`src/core/cswk_pkg.sv`:
```
// cswk_pkg: register map, field positions and reset values of the
// selective wake configuration block.
// assumes: 7-bit register addresses and 16-bit register data.
package cswk_pkg;

    localparam logic [6:0]  CSWK_ADDR_CTRL  = 7'h30;
    localparam logic [6:0]  CSWK_ADDR_BTIM  = 7'h31;
    localparam logic [6:0]  CSWK_ADDR_IDH   = 7'h32;
    localparam logic [6:0]  CSWK_ADDR_IDL   = 7'h33;
    localparam logic [6:0]  CSWK_ADDR_MSKH  = 7'h34;
    localparam logic [6:0]  CSWK_ADDR_MSKL  = 7'h35;

    localparam logic [15:0] CSWK_CTRL_RST   = 16'h0000;
    localparam logic [15:0] CSWK_BTIM_RST   = 16'hCC96;
    localparam logic [15:0] CSWK_IDH_RST    = 16'h0000;
    localparam logic [15:0] CSWK_IDL_RST    = 16'h0000;
    localparam logic [15:0] CSWK_MSKH_RST   = 16'h0000;
    localparam logic [15:0] CSWK_MSKL_RST   = 16'h0000;

    // writable bits; also the bits that survive a restart
    localparam logic [15:0] CSWK_CTRL_WMASK = 16'h00F0;
    localparam logic [15:0] CSWK_BTIM_WMASK = 16'hFCFF;
    localparam logic [15:0] CSWK_IDL_WMASK  = 16'hFF7F;
    localparam logic [15:0] CSWK_MSKL_WMASK = 16'hFF7C;

    localparam int          CSWK_VALID_BIT  = 0;
    localparam int          CSWK_TOMASK_BIT = 4;
    localparam int          CSWK_TRIM_LSB   = 5;
    localparam int          CSWK_OSC_BIT    = 7;
    localparam logic [1:0]  CSWK_TRIM_OPEN  = 2'h3;

    localparam int          CSWK_SP_LSB     = 10;
    localparam int          CSWK_QPB_LSB    = 0;
    localparam int          CSWK_IDE_BIT    = 0;
    localparam int          CSWK_RTR_BIT    = 1;
    localparam int          CSWK_STD_LSB    = 18;

endpackage

```
`src/core/cswk_cfg_if.sv`:
```
// cswk_cfg_if: configuration handed from the register file to the
// frame comparator, and the comparator's wake answer.
// assumes: both ends run on the same clock.
`timescale 1ns/100ps
interface cswk_cfg_if;
    logic [28:0] ident;
    logic [28:0] ident_cmp;
    logic        rtr;
    logic        ide;
    logic        enable;
    logic        match;

    modport cfg (output ident, ident_cmp, rtr, ide, enable, input match);
    modport cmp (input ident, ident_cmp, rtr, ide, enable, output match);
endinterface

```
`src/core/cswk_match.sv`:
```
// cswk_match: compares a received CAN frame against the stored wake frame.
// assumes: rx_frame_valid is a one-cycle pulse from a decoder on clk.
`timescale 1ns/100ps
module cswk_match
    import cswk_pkg::*;
(
    input  wire logic        clk,
    input  wire logic        sys_rst,
    cswk_cfg_if.cmp          cfg,
    input  wire logic        rx_frame_valid,
    input  wire logic [28:0] rx_ident,
    input  wire logic        rx_rtr,
    input  wire logic        rx_ide
);

    logic [28:0] len_mask;
    logic [28:0] diff;
    logic        hit_d;
    logic        match_q;

    // standard frames carry only the upper eleven identifier bits
    assign len_mask = cfg.ide ? {29{1'b1}} : {{11{1'b1}}, {CSWK_STD_LSB{1'b0}}};
    assign diff     = (rx_ident ^ cfg.ident) & cfg.ident_cmp & len_mask;
    assign hit_d    = cfg.enable & rx_frame_valid & (diff == 29'h0)
                    & (rx_rtr == cfg.rtr) & (rx_ide == cfg.ide);

    always_ff @(posedge clk)
    begin
        if (sys_rst)
            match_q <= 1'b0;
        else
            match_q <= hit_d;
    end

    assign cfg.match = match_q;

    a_match_needs_enable: assert property (
        @(posedge clk) disable iff (sys_rst) !cfg.enable |=> !cfg.match)
        else $error("wake match while selective wake disabled");

    a_match_needs_frame: assert property (
        @(posedge clk) disable iff (sys_rst) cfg.match |-> $past(rx_frame_valid))
        else $error("wake match without a received frame");

endmodule // cswk_match

```
`src/core/cswk_core.sv`:
```
// cswk_core: selective wake configuration registers, validity gating,
// oscillator trim gate and CAN time-out gating.
// assumes: the register port is driven by the serial decoder on clk, frame and
// time-out events come from logic on clk, the transmit pin is asynchronous.
//
// Functional notes
// trim field unlocks oscillator recalibration only when it holds 11
// unlocked active calibration uses the CAN transmit pin as reference
// host checks its configuration then writes 1 to the valid flag
// selective wake detection runs only while the valid flag is 1
// valid flag clears on wake-up, reset, or any configuration write
// time-out status bit updates only while selective wake mode is set
// time-out interrupt only with selective wake in Normal or Stop mode
// bit timing bits 15:10 hold the sample point fraction
// bit timing bits 7:0 hold time quanta per bit
// bit timing bits 9:8 and low identifier bit 7 read zero
// bit timing resets to CC96, restart clears only reserved bits
// high identifier register holds identifier bits 28 to 13
// low identifier holds bits 12..5 in 15..8, bits 4..0 in 6..2
// low identifier bit 1 selects expected RTR value
// low identifier bit 0 selects standard or extended identifier
// identifier registers reset to zero and keep contents on restart
// time-out mask bit 0 suppresses the interrupt, 1 passes it
// identifier mask bit 1 compares that bit, 0 ignores it
// enabled device compares received frames and signals wake on match
`timescale 1ns/100ps
module cswk_core
    import cswk_pkg::*;
#(
    parameter int SYNC_STAGES = 2
)(
    input  wire logic        clk,
    input  wire logic        sys_rst,
    input  wire logic        restart,
    input  wire logic        reg_wr,
    input  wire logic        reg_rd,
    input  wire logic [6:0]  reg_addr,
    input  wire logic [15:0] reg_wdata,
    output logic      [15:0] reg_rdata,
    input  wire logic        can_transmit_input_pin,
    input  wire logic        wake_event,
    input  wire logic        can_mode_selective_wake,
    input  wire logic        mode_normal,
    input  wire logic        mode_stop,
    input  wire logic        can_timeout_event,
    input  wire logic        can_timeout_clr,
    input  wire logic        rx_frame_valid,
    input  wire logic [28:0] rx_ident,
    input  wire logic        rx_rtr,
    input  wire logic        rx_ide,
    output logic             selective_wake_enable,
    output logic             oscillator_calibration_enable,
    output logic             osc_sync_ref,
    output logic             can_timeout_flag,
    output logic             can_timeout_irq,
    output logic             wake_up_frame,
    output logic      [5:0]  sample_point_fraction,
    output logic      [7:0]  quanta_per_bit
);

    if (SYNC_STAGES < 2)
    begin : g_bad_sync
        $error("SYNC_STAGES must be at least 2");
    end

    function automatic logic addr_hit(input logic [6:0] a, input logic [6:0] r);
        return a == r;
    endfunction

    ////////////////////////////////////////////////////////////////////////
    // register state

    logic [15:0] ctrl_q;
    logic        valid_q;
    logic        valid_d;
    logic [15:0] btim_q;
    logic [15:0] idh_q;
    logic [15:0] idl_q;
    logic [15:0] mskh_q;
    logic [15:0] mskl_q;
    logic [15:0] rdata_q;
    logic        osc_en_q;
    logic        ref_q;
    logic        to_flag_q;
    logic        to_flag_d;
    logic        irq_q;
    logic        irq_d;
    logic        to_set;
    logic        unlocked;

    logic        wr_ctrl;
    logic        wr_btim;
    logic        wr_idh;
    logic        wr_idl;
    logic        wr_mskh;
    logic        wr_mskl;
    logic        cfg_wr;
    logic        wake_any;
    logic [15:0] rd_mux;

    cswk_cfg_if cfg_bus ();

    ////////////////////////////////////////////////////////////////////////
    // address decode and read mux

    assign wr_ctrl = reg_wr & addr_hit(reg_addr, CSWK_ADDR_CTRL);
    assign wr_btim = reg_wr & addr_hit(reg_addr, CSWK_ADDR_BTIM);
    assign wr_idh  = reg_wr & addr_hit(reg_addr, CSWK_ADDR_IDH);
    assign wr_idl  = reg_wr & addr_hit(reg_addr, CSWK_ADDR_IDL);
    assign wr_mskh = reg_wr & addr_hit(reg_addr, CSWK_ADDR_MSKH);
    assign wr_mskl = reg_wr & addr_hit(reg_addr, CSWK_ADDR_MSKL);
    assign cfg_wr  = wr_btim | wr_idh | wr_idl | wr_mskh | wr_mskl;

    // unmapped addresses read as zero
    assign rd_mux =
        addr_hit(reg_addr, CSWK_ADDR_CTRL) ? (ctrl_q | {15'h0000, valid_q}) :
        addr_hit(reg_addr, CSWK_ADDR_BTIM) ? btim_q :
        addr_hit(reg_addr, CSWK_ADDR_IDH)  ? idh_q  :
        addr_hit(reg_addr, CSWK_ADDR_IDL)  ? idl_q  :
        addr_hit(reg_addr, CSWK_ADDR_MSKH) ? mskh_q :
        addr_hit(reg_addr, CSWK_ADDR_MSKL) ? mskl_q : 16'h0000;

    always_ff @(posedge clk)
    begin
        if (sys_rst)
            rdata_q <= 16'h0000;
        else if (reg_rd)
            rdata_q <= rd_mux;
    end

    assign reg_rdata = rdata_q;

    ////////////////////////////////////////////////////////////////////////
    // control register and configuration-valid flag

    always_ff @(posedge clk)
    begin
        if (sys_rst)
            ctrl_q <= CSWK_CTRL_RST;
        else if (wr_ctrl)
            ctrl_q <= reg_wdata & CSWK_CTRL_WMASK;
        else if (restart)
            ctrl_q <= ctrl_q & CSWK_CTRL_WMASK;
    end

    // a host write of 1 wins over a clear arriving in the same cycle
    assign wake_any = wake_event | cfg_bus.match;
    assign valid_d  = wr_ctrl ? reg_wdata[CSWK_VALID_BIT] :
                      (cfg_wr | wake_any | restart) ? 1'b0 : valid_q;

    always_ff @(posedge clk)
    begin
        if (sys_rst)
            valid_q <= 1'b0;
        else
            valid_q <= valid_d;
    end

    assign selective_wake_enable = valid_q;

    ////////////////////////////////////////////////////////////////////////
    // configuration registers; reserved bits never store

    always_ff @(posedge clk)
    begin
        if (sys_rst)
            btim_q <= CSWK_BTIM_RST;
        else if (wr_btim)
            btim_q <= reg_wdata & CSWK_BTIM_WMASK;
        else if (restart)
            btim_q <= btim_q & CSWK_BTIM_WMASK;
    end

    always_ff @(posedge clk)
    begin
        if (sys_rst)
            idh_q <= CSWK_IDH_RST;
        else if (wr_idh)
            idh_q <= reg_wdata;
    end

    always_ff @(posedge clk)
    begin
        if (sys_rst)
            idl_q <= CSWK_IDL_RST;
        else if (wr_idl)
            idl_q <= reg_wdata & CSWK_IDL_WMASK;
        else if (restart)
            idl_q <= idl_q & CSWK_IDL_WMASK;
    end

    always_ff @(posedge clk)
    begin
        if (sys_rst)
            mskh_q <= CSWK_MSKH_RST;
        else if (wr_mskh)
            mskh_q <= reg_wdata;
    end

    always_ff @(posedge clk)
    begin
        if (sys_rst)
            mskl_q <= CSWK_MSKL_RST;
        else if (wr_mskl)
            mskl_q <= reg_wdata & CSWK_MSKL_WMASK;
    end

    assign sample_point_fraction = btim_q[CSWK_SP_LSB +: 6];
    assign quanta_per_bit        = btim_q[CSWK_QPB_LSB +: 8];

    ////////////////////////////////////////////////////////////////////////
    // frame comparator

    assign cfg_bus.ident     = {idh_q, idl_q[15:8], idl_q[6:2]};
    assign cfg_bus.ident_cmp = {mskh_q, mskl_q[15:8], mskl_q[6:2]};
    assign cfg_bus.rtr       = idl_q[CSWK_RTR_BIT];
    assign cfg_bus.ide       = idl_q[CSWK_IDE_BIT];
    assign cfg_bus.enable    = valid_q;

    cswk_match u_match (
        .clk            (clk),
        .sys_rst        (sys_rst),
        .cfg            (cfg_bus.cmp),
        .rx_frame_valid (rx_frame_valid),
        .rx_ident       (rx_ident),
        .rx_rtr         (rx_rtr),
        .rx_ide         (rx_ide)
    );

    assign wake_up_frame = cfg_bus.match;

    ////////////////////////////////////////////////////////////////////////
    // oscillator trim gate and transmit pin synchroniser

    logic [SYNC_STAGES-1:0] txd_sync_q;

    always_ff @(posedge clk)
    begin
        if (sys_rst)
            txd_sync_q[0] <= 1'b1;
        else
            txd_sync_q[0] <= can_transmit_input_pin;
    end

    for (genvar i = 1; i < SYNC_STAGES; i++)
    begin : g_sync
        always_ff @(posedge clk)
        begin
            if (sys_rst)
                txd_sync_q[i] <= 1'b1;
            else
                txd_sync_q[i] <= txd_sync_q[i-1];
        end
    end

    // any code other than the unlock pattern keeps trimming locked
    assign unlocked = ctrl_q[CSWK_TRIM_LSB +: 2] == CSWK_TRIM_OPEN;

    always_ff @(posedge clk)
    begin
        if (sys_rst)
        begin
            osc_en_q <= 1'b0;
            ref_q    <= 1'b0;
        end
        else
        begin
            osc_en_q <= ctrl_q[CSWK_OSC_BIT] & unlocked;
            ref_q    <= osc_en_q & txd_sync_q[SYNC_STAGES-1];
        end
    end

    assign oscillator_calibration_enable = osc_en_q;
    assign osc_sync_ref                  = ref_q;

    ////////////////////////////////////////////////////////////////////////
    // CAN time-out status and interrupt gating

    assign to_set    = can_timeout_event & can_mode_selective_wake;
    assign to_flag_d = to_set | (to_flag_q & ~can_timeout_clr);
    assign irq_d     = to_set & (mode_normal | mode_stop)
                     & ctrl_q[CSWK_TOMASK_BIT];

    always_ff @(posedge clk)
    begin
        if (sys_rst)
        begin
            to_flag_q <= 1'b0;
            irq_q     <= 1'b0;
        end
        else
        begin
            to_flag_q <= to_flag_d;
            irq_q     <= irq_d;
        end
    end

    assign can_timeout_flag = to_flag_q;
    assign can_timeout_irq  = irq_q;

    ////////////////////////////////////////////////////////////////////////
    // assertions

    a_trim_stays_locked: assert property (
        @(posedge clk) disable iff (sys_rst)
        ctrl_q[CSWK_TRIM_LSB +: 2] != CSWK_TRIM_OPEN |=> !oscillator_calibration_enable)
        else $error("calibration enabled with trim field locked");

    a_sync_ref_gated: assert property (
        @(posedge clk) disable iff (sys_rst)
        !oscillator_calibration_enable |=> !osc_sync_ref)
        else $error("sync reference passed while calibration inactive");

    a_config_write_clears: assert property (
        @(posedge clk) disable iff (sys_rst)
        cfg_wr |=> !selective_wake_enable)
        else $error("valid flag survived a configuration write");

    a_wake_clears_valid: assert property (
        @(posedge clk) disable iff (sys_rst)
        wake_up_frame && !wr_ctrl |=> !selective_wake_enable)
        else $error("valid flag survived a wake-up frame");

    a_valid_set_holds: assert property (
        @(posedge clk) disable iff (sys_rst)
        wr_ctrl && reg_wdata[CSWK_VALID_BIT] ##1
        !reg_wr && !wake_event && !wake_up_frame && !restart
        |-> selective_wake_enable)
        else $error("valid flag lost without a clearing cause");

    a_timeout_gated: assert property (
        @(posedge clk) disable iff (sys_rst)
        !can_timeout_flag && !can_mode_selective_wake |=> !can_timeout_flag)
        else $error("time-out flag set outside selective wake mode");

    a_irq_mode_gate: assert property (
        @(posedge clk) disable iff (sys_rst)
        can_timeout_irq |-> $past(can_mode_selective_wake)
        && $past(mode_normal || mode_stop) && can_timeout_flag)
        else $error("time-out interrupt outside allowed modes");

    a_irq_masked: assert property (
        @(posedge clk) disable iff (sys_rst)
        !ctrl_q[CSWK_TOMASK_BIT] ##1 !ctrl_q[CSWK_TOMASK_BIT] |=> !can_timeout_irq)
        else $error("masked time-out raised an interrupt");

    a_btim_reset_value: assert property (
        @(posedge clk)
        $past(sys_rst) |-> sample_point_fraction == 6'h33 && quanta_per_bit == 8'h96)
        else $error("bit timing reset value wrong");

    a_reserved_read_zero: assert property (
        @(posedge clk) disable iff (sys_rst)
        reg_rd && addr_hit(reg_addr, CSWK_ADDR_IDL) |=> reg_rdata[7] == 1'b0)
        else $error("reserved identifier bit read as one");

    a_idh_readback: assert property (
        @(posedge clk) disable iff (sys_rst)
        wr_idh ##1 !reg_wr ##1 (reg_rd && !reg_wr && addr_hit(reg_addr, CSWK_ADDR_IDH))
        |=> reg_rdata == $past(reg_wdata, 3))
        else $error("high identifier readback mismatch");

endmodule // cswk_core

```
`config.mk`:
```
export PLATFORM = sky130hd
export DESIGN_NAME = cswk_core
export DESIGN_NICKNAME = d
export VERILOG_FILES = /design/src/core/cswk_pkg.sv /design/src/core/cswk_cfg_if.sv /design/src/core/cswk_match.sv /design/src/core/cswk_core.sv
export SDC_FILE = /design/constraint.sdc
export NUM_CORES = 1
export LEC_CHECK = 0
export BUFFER_PORTS_ARGS = -buffer_cell sky130_fd_sc_hd__buf_4
export CAP_MARGIN = 5
export CORE_ASPECT_RATIO = 1.25
export CORE_MARGIN = 2
export CORE_UTILIZATION = 50
export CTS_CLUSTER_SIZE = 12
export DETAILED_ROUTE_END_ITERATION = 10
export MAX_ROUTING_LAYER = met4
export PLACE_DENSITY = 0.85
export SLEW_MARGIN = 20
export SYNTH_ARGS = -nofsm -noshare
export SYNTH_HDL_FRONTEND = slang
export SYNTH_SLANG_ARGS = --single-unit
```
`constraint.sdc`:
```
create_clock -name clk -period 2.7 [get_ports clk]
set_input_delay 0.27 -clock clk [delete_from_list [all_inputs] [get_ports clk]]
set_output_delay 0.27 -clock clk [all_outputs]
set_load 0.05 [all_outputs]
```
**Word level (Yosys, flattened, before mapping)**

Index checks and enable logic that the tools add are counted.

- Latch bits: 0
- Bits in writable memories: 0
- ROM bits: 0
- Flip-flop bits (word level): 102
- Memories: 0
- Word-level logic and storage cells: 68

- Shift-type cells: 0
- Equality and inequality tests: 9
- $mul: 0
- Order comparisons: 0
- Reduce and logical (&&, ||, !) cells: 2
- Add/subtract/negate cells: 0
- Divide/modulo/power cells: 0
- Bitwise logic cells: 30
- Muxes and demuxes: 12

Operators by type and width:

| operator | count |
|---|---|
| 2-to-1 mux 16 bit | 8 |
| bitwise AND 29 bit | 2 |
| equality test 7 x 6 -> 1 bit (second input constant) | 6 |
| zero test 29 bit | 1 |
| bitwise XOR 29 bit | 1 |
| 2-to-1 mux 18 bit | 1 |
| bitwise AND 1 bit | 16 |
| bitwise OR 1 bit | 9 |
| 2-to-1 mux 8 bit | 1 |
| bitwise OR 8 x 1 -> 8 bit | 1 |
| equality test 1 bit | 2 |
| equality test 2 bit (second input constant) | 1 |
| 2-to-1 mux 1 bit | 2 |
| nonzero test 2 bit | 1 |
| inverter 1 bit | 1 |

**Logic depth before layout (Yosys ltp)**

- Depth in word-level cells: 10
- Depth in mapped cells: 7

**Cells and area by module**

Synthesis repeated with hierarchy kept, for this count alone.

- Cells, all modules: 567
- Area, all modules: 4,914.7 sq um

By module, submodules not included:

| module | cells an instance | seq. area each (sq um) | area each (sq um) | instances |
|---|---|---|---|---|
| cswk_core | 515 | 2,021.9 | 4,438.0 | 1 |
| cswk_match | 52 | 20.0 | 476.7 | 1 |

**Worst setup path before layout**

OpenSTA, ideal clock, no wires.

- Path type: input port to flip-flop
- Start point: in reg_addr[6]
- End point: reg btim_q[13]
- Data required time: 2,568 ps
- Setup time: 132 ps
- Arrival: 1,426 ps
- Buffers on the path: 2
- Setup slack: 1,142 ps
- Stages: 7
- Cells stage by stage: and4bb_2 > nand2_4 > or3_1 > clkbuf_1 > buf_6 > nand2_1 > a21oi_1

- Cells in the longest elaborated chain, start to end: 2

RTL lines:

| what | RTL line | text |
|---|---|---|
| from (decl) | cswk_core.sv:37 | `input wire logic [6:0] reg_addr,` |
| equality test 7 x 6 -> 1 bit | cswk_core.sv:67 | `return a == r;` |
| bitwise AND 1 bit | cswk_core.sv:107 | `assign wr_btim = reg_wr & addr_hit(reg_addr, CSWK_ADDR_BTIM);` |
| to (signal assigned) | cswk_core.sv:169 | `btim_q <= reg_wdata & CSWK_BTIM_WMASK;` |
| to (signal assigned) | cswk_core.sv:171 | `btim_q <= btim_q & CSWK_BTIM_WMASK;` |
| to (decl) | cswk_core.sv:76 | `logic [15:0] btim_q;` |

No other way between the ends.
A chain may end at the register's enable or synchronous reset.

**Worst setup path in the final report**

- Start point: in reg_addr[6]
- End point: reg mskl_q[10]

- Cells in the longest elaborated chain, start to end: 2

RTL lines:

| what | RTL line | text |
|---|---|---|
| equality test 7 x 6 -> 1 bit | cswk_core.sv:67 |  |
| bitwise AND 1 bit | cswk_core.sv:111 | `assign wr_mskl = reg_wr & addr_hit(reg_addr, CSWK_ADDR_MSKL);` |
| to (signal assigned) | cswk_core.sv:205 | `mskl_q <= reg_wdata & CSWK_MSKL_WMASK;` |
| to (decl) | cswk_core.sv:80 | `logic [15:0] mskl_q;` |

No other way between the ends.

==> impl_metrics.yaml <==
run_status:
  outcome: "finished clean"
clock_network:
  cts-buffers-inserted: 9
  root_buffer: "clkbuf_16"
  cts_setup_buffers: 0
  cts_tree: "yes"
  htree_num_levels: 3
  cts.clk_slew.worst_paths_ps: 60
  cts_hold_buf: 0
  clk_path_buf_depth: 2
  cts.sinks: 102
  cts.repair.resized: 0
  insertion_delay_ps: 350
yosys:
  synthFlopType: "dfxtp_1"
  synth_common_cells: "131 x nand2_1, 102 x dfxtp_1, 76 x a21oi_1, 31 x mux2i_1, 31 x xor2_1"
  synth_area_leader_cell: "dfxtp_1"
  ys_async_sr_fraction_pct: 0
  yosysSeqAreaShare_pct: 42.7
  ys_warn_count: 0
  yosysUniqueCellTypes: 45
  synth_area_per_cell_um2: 8.40
  synth_edf_count: 0
  synth_top_area_share_pct: 42.7
  synth-seq-cells: 102
  netlist_top_cells_area: "dfxtp_1 43%, nand2_1 10%, a21oi_1 7.9%"
  synth_most_common_cell: "nand2_1"
  synthesis.area_um2: 4790
  syn-instance-count: 570
  syn-num-nets: 637
global_routing:
  grt_pass1_wl_um: 22000
  grt_max_degree: 72
  grt_overflow: 0
  antenna_found_initial: 0
  grt_pass1_vias: 4418
  grt_usage_pct: 27.8
pwr:
  leakagePower_nw: 2.42
  power_mw: 2.99
  max-vdd-ir-drop_v: 0.000371
  p_per_area_nw_per_um2: 513
worst_setup_path:
  reg2reg_to: "u_match.cfg.match"
  required_ps: 2900
  worstPathArrival_ps: 1980
  end_kind: "flip-flop"
  cp_top_family: "simple AND/OR/NAND/NOR gates"
  r2r_cells: 5
  cpMaxStageDelayCell: "and4bb_2"
  timing.reg2reg.setup_slack_ps: 1070
  worst_setup_path_start_kind: "primary input"
  crit_chain: "buf_4 -> and4bb_2 -> and2_1 -> nand3_2 -> mux2i_1 -> nor2_1"
  path_depth: 6
  crit_type: "primary input to flip-flop"
  cp_max_fo: 13
  cp_slowest_stage_delay_ps: 460
  crit_end: "mskl_q[10]"
  r2r_start: "idl_q[15]"
  worstPathBufferInverterCount: 1
  cp-startpoint: "reg_addr[6]"
timing:
  drv_slew: 0
  fin_crit_ps: 1780
  setup_violations: 0
  slew_headroom_pct: 49.0
  final_hold_viol_count: 0
  hold_slack_ps: 104
  skew_ps: 4.31
  setup_tns_ps: 0
  finalCritPeriodShare_pct: 65.9
  rsz0062_at_grt: "no"
  clock.fmax_mhz: 562
  tightest_slew_ps: 762
placed_design:
  place.gp.congestion: 0.893
  port_buffers: 102
  dpl_cell_area_um2: 5560
  hpwl_um: 9640
worst_hold_path:
  hold_path_class: "primary input to flip-flop"
routing:
  drcViolationCount: 0
  via_per_inst: 5.74
  wl_per_cell_um: 17.9
  vias: 4466
  drt-pass1-iter-count: 5
  routed_wl_um: 14000
  postRouteAntennaNets: 0
  drtIter0Drc: 482
floorplanning:
  initial_core_util_pct: 51.9
  num_rows: 39
  die_area_um2: 10400
  fp.dieH_um: 113
  core_area_um2: 9220
  die-width_um: 91.5
  num_io_pins: 103
final_layout:
  diodes: 0
  synthToLayoutAreaGrowth_pct: 21.9
  fin_area_um2: 5840
  drive_gt1_share_pct: 21.5
  num-nets-final: 719
run:
  max_cap_violations: 0
-- cell families after synthesis --
| kind of cell | after synthesis | share of synthesized area, % |
|---|---|---|
| DFF | 102 | 42.7 |
| muxes | 39 | 8.36 |
| buffers and inverters | 42 | 4.63 |
| and+or+nand+nor | 231 | 22.9 |
| AOI/OAI and AO/OA | 125 | 15.8 |
| xor gates and xnor gates | 31 | 5.67 |
-- per-stage QoR --
stage,setup slack [ps],utilization (%),cells
final,920,63.3,778
after global routing,810,63.3,778
after CTS,944,63.3,778
after detailed placement,586,60.3,764
after global placement,646,60.3,764
after floorplan,1140,-,570
-- flip-flops by register name, indices dropped and copies added, names as in the netlist --
signal and cells:
btim_q 14, can_timeout_flag 1, can_timeout_irq 1, ctrl_q 4
idh_q 16, idl_q 15, mskh_q 16, mskl_q 13
osc_sync_ref 1, oscillator_calibration_enable 1, reg_rdata 16, selective_wake_enable 1
txd_sync_q 2, u_match.cfg.match 1
-- per-layer routing --
metal  vias up  track usage (%)  wire (um)
li1       2115                -          -
met1      2085             34.1       5630
met2       233             45.0       6870
met3        33             4.56       1130
met4         0             12.6        329
met5         -                -          0
-- power by group --
| part | internal (mW) | switching, mW | leakage (nW) |
|---|---|---|---|
| registers | 1.51 | 0.00394 | 0.823 |
| logic | 0.114 | 0.148 | 1.46 |
| clock network | 0.689 | 0.526 | 0.138 |
| total | 2.31 | 0.678 | 2.42 |
-- layout make-up --
class                      instances  area [um^2]
fill                             773         3390
multi-input combinational        426         2520
sequential                       102         2040
timing repair buffer             111          833
clock buffer                      13          270
tap                              123          154
inverter                           2         7.51
clock inverter                     1         5.00
-- how the worst min path moves through the flow --
stage / startpoint / end / cells after the start
6_report: can_transmit_input_pin / txd_sync_q[0] / 2
5_1_grt: can_transmit_input_pin / txd_sync_q[0] / 2
4_1_cts: can_transmit_input_pin / txd_sync_q[0] / 2
3_5_place_dp: txd_sync_q[0] / txd_sync_q[1] / 1
3_3_place_gp: txd_sync_q[0] / txd_sync_q[1] / 1
2_1_floorplan: can_transmit_input_pin / txd_sync_q[0] / 1
-- layout by cell type, fill, tap and decap left out, types with 5 or more instances in the layout --
| master | synthesis | final |
|---|---|---|
| nand2b_1 | 17 | 17 |
| nand3b_1 | 8 | 8 |
| a221oi_1 | 5 | 5 |
| nand2_1 | 131 | 131 |
| clkbuf_16 | 0 | 9 |
| dfxtp_1 | 102 | 102 |
| o22ai_1 | 12 | 12 |
| nor2_1 | 29 | 29 |
| buf_4 | 3 | 111 |
| mux2_2 | 8 | 8 |
| xor2_1 | 31 | 31 |
| a21oi_1 | 76 | 76 |
| nor2b_1 | 11 | 11 |
| a22oi_1 | 14 | 14 |
| nand3_1 | 9 | 9 |
| a22o_1 | 5 | 5 |
| mux2i_1 | 31 | 31 |
No activity file was read; power rests on OpenSTA's default activity.
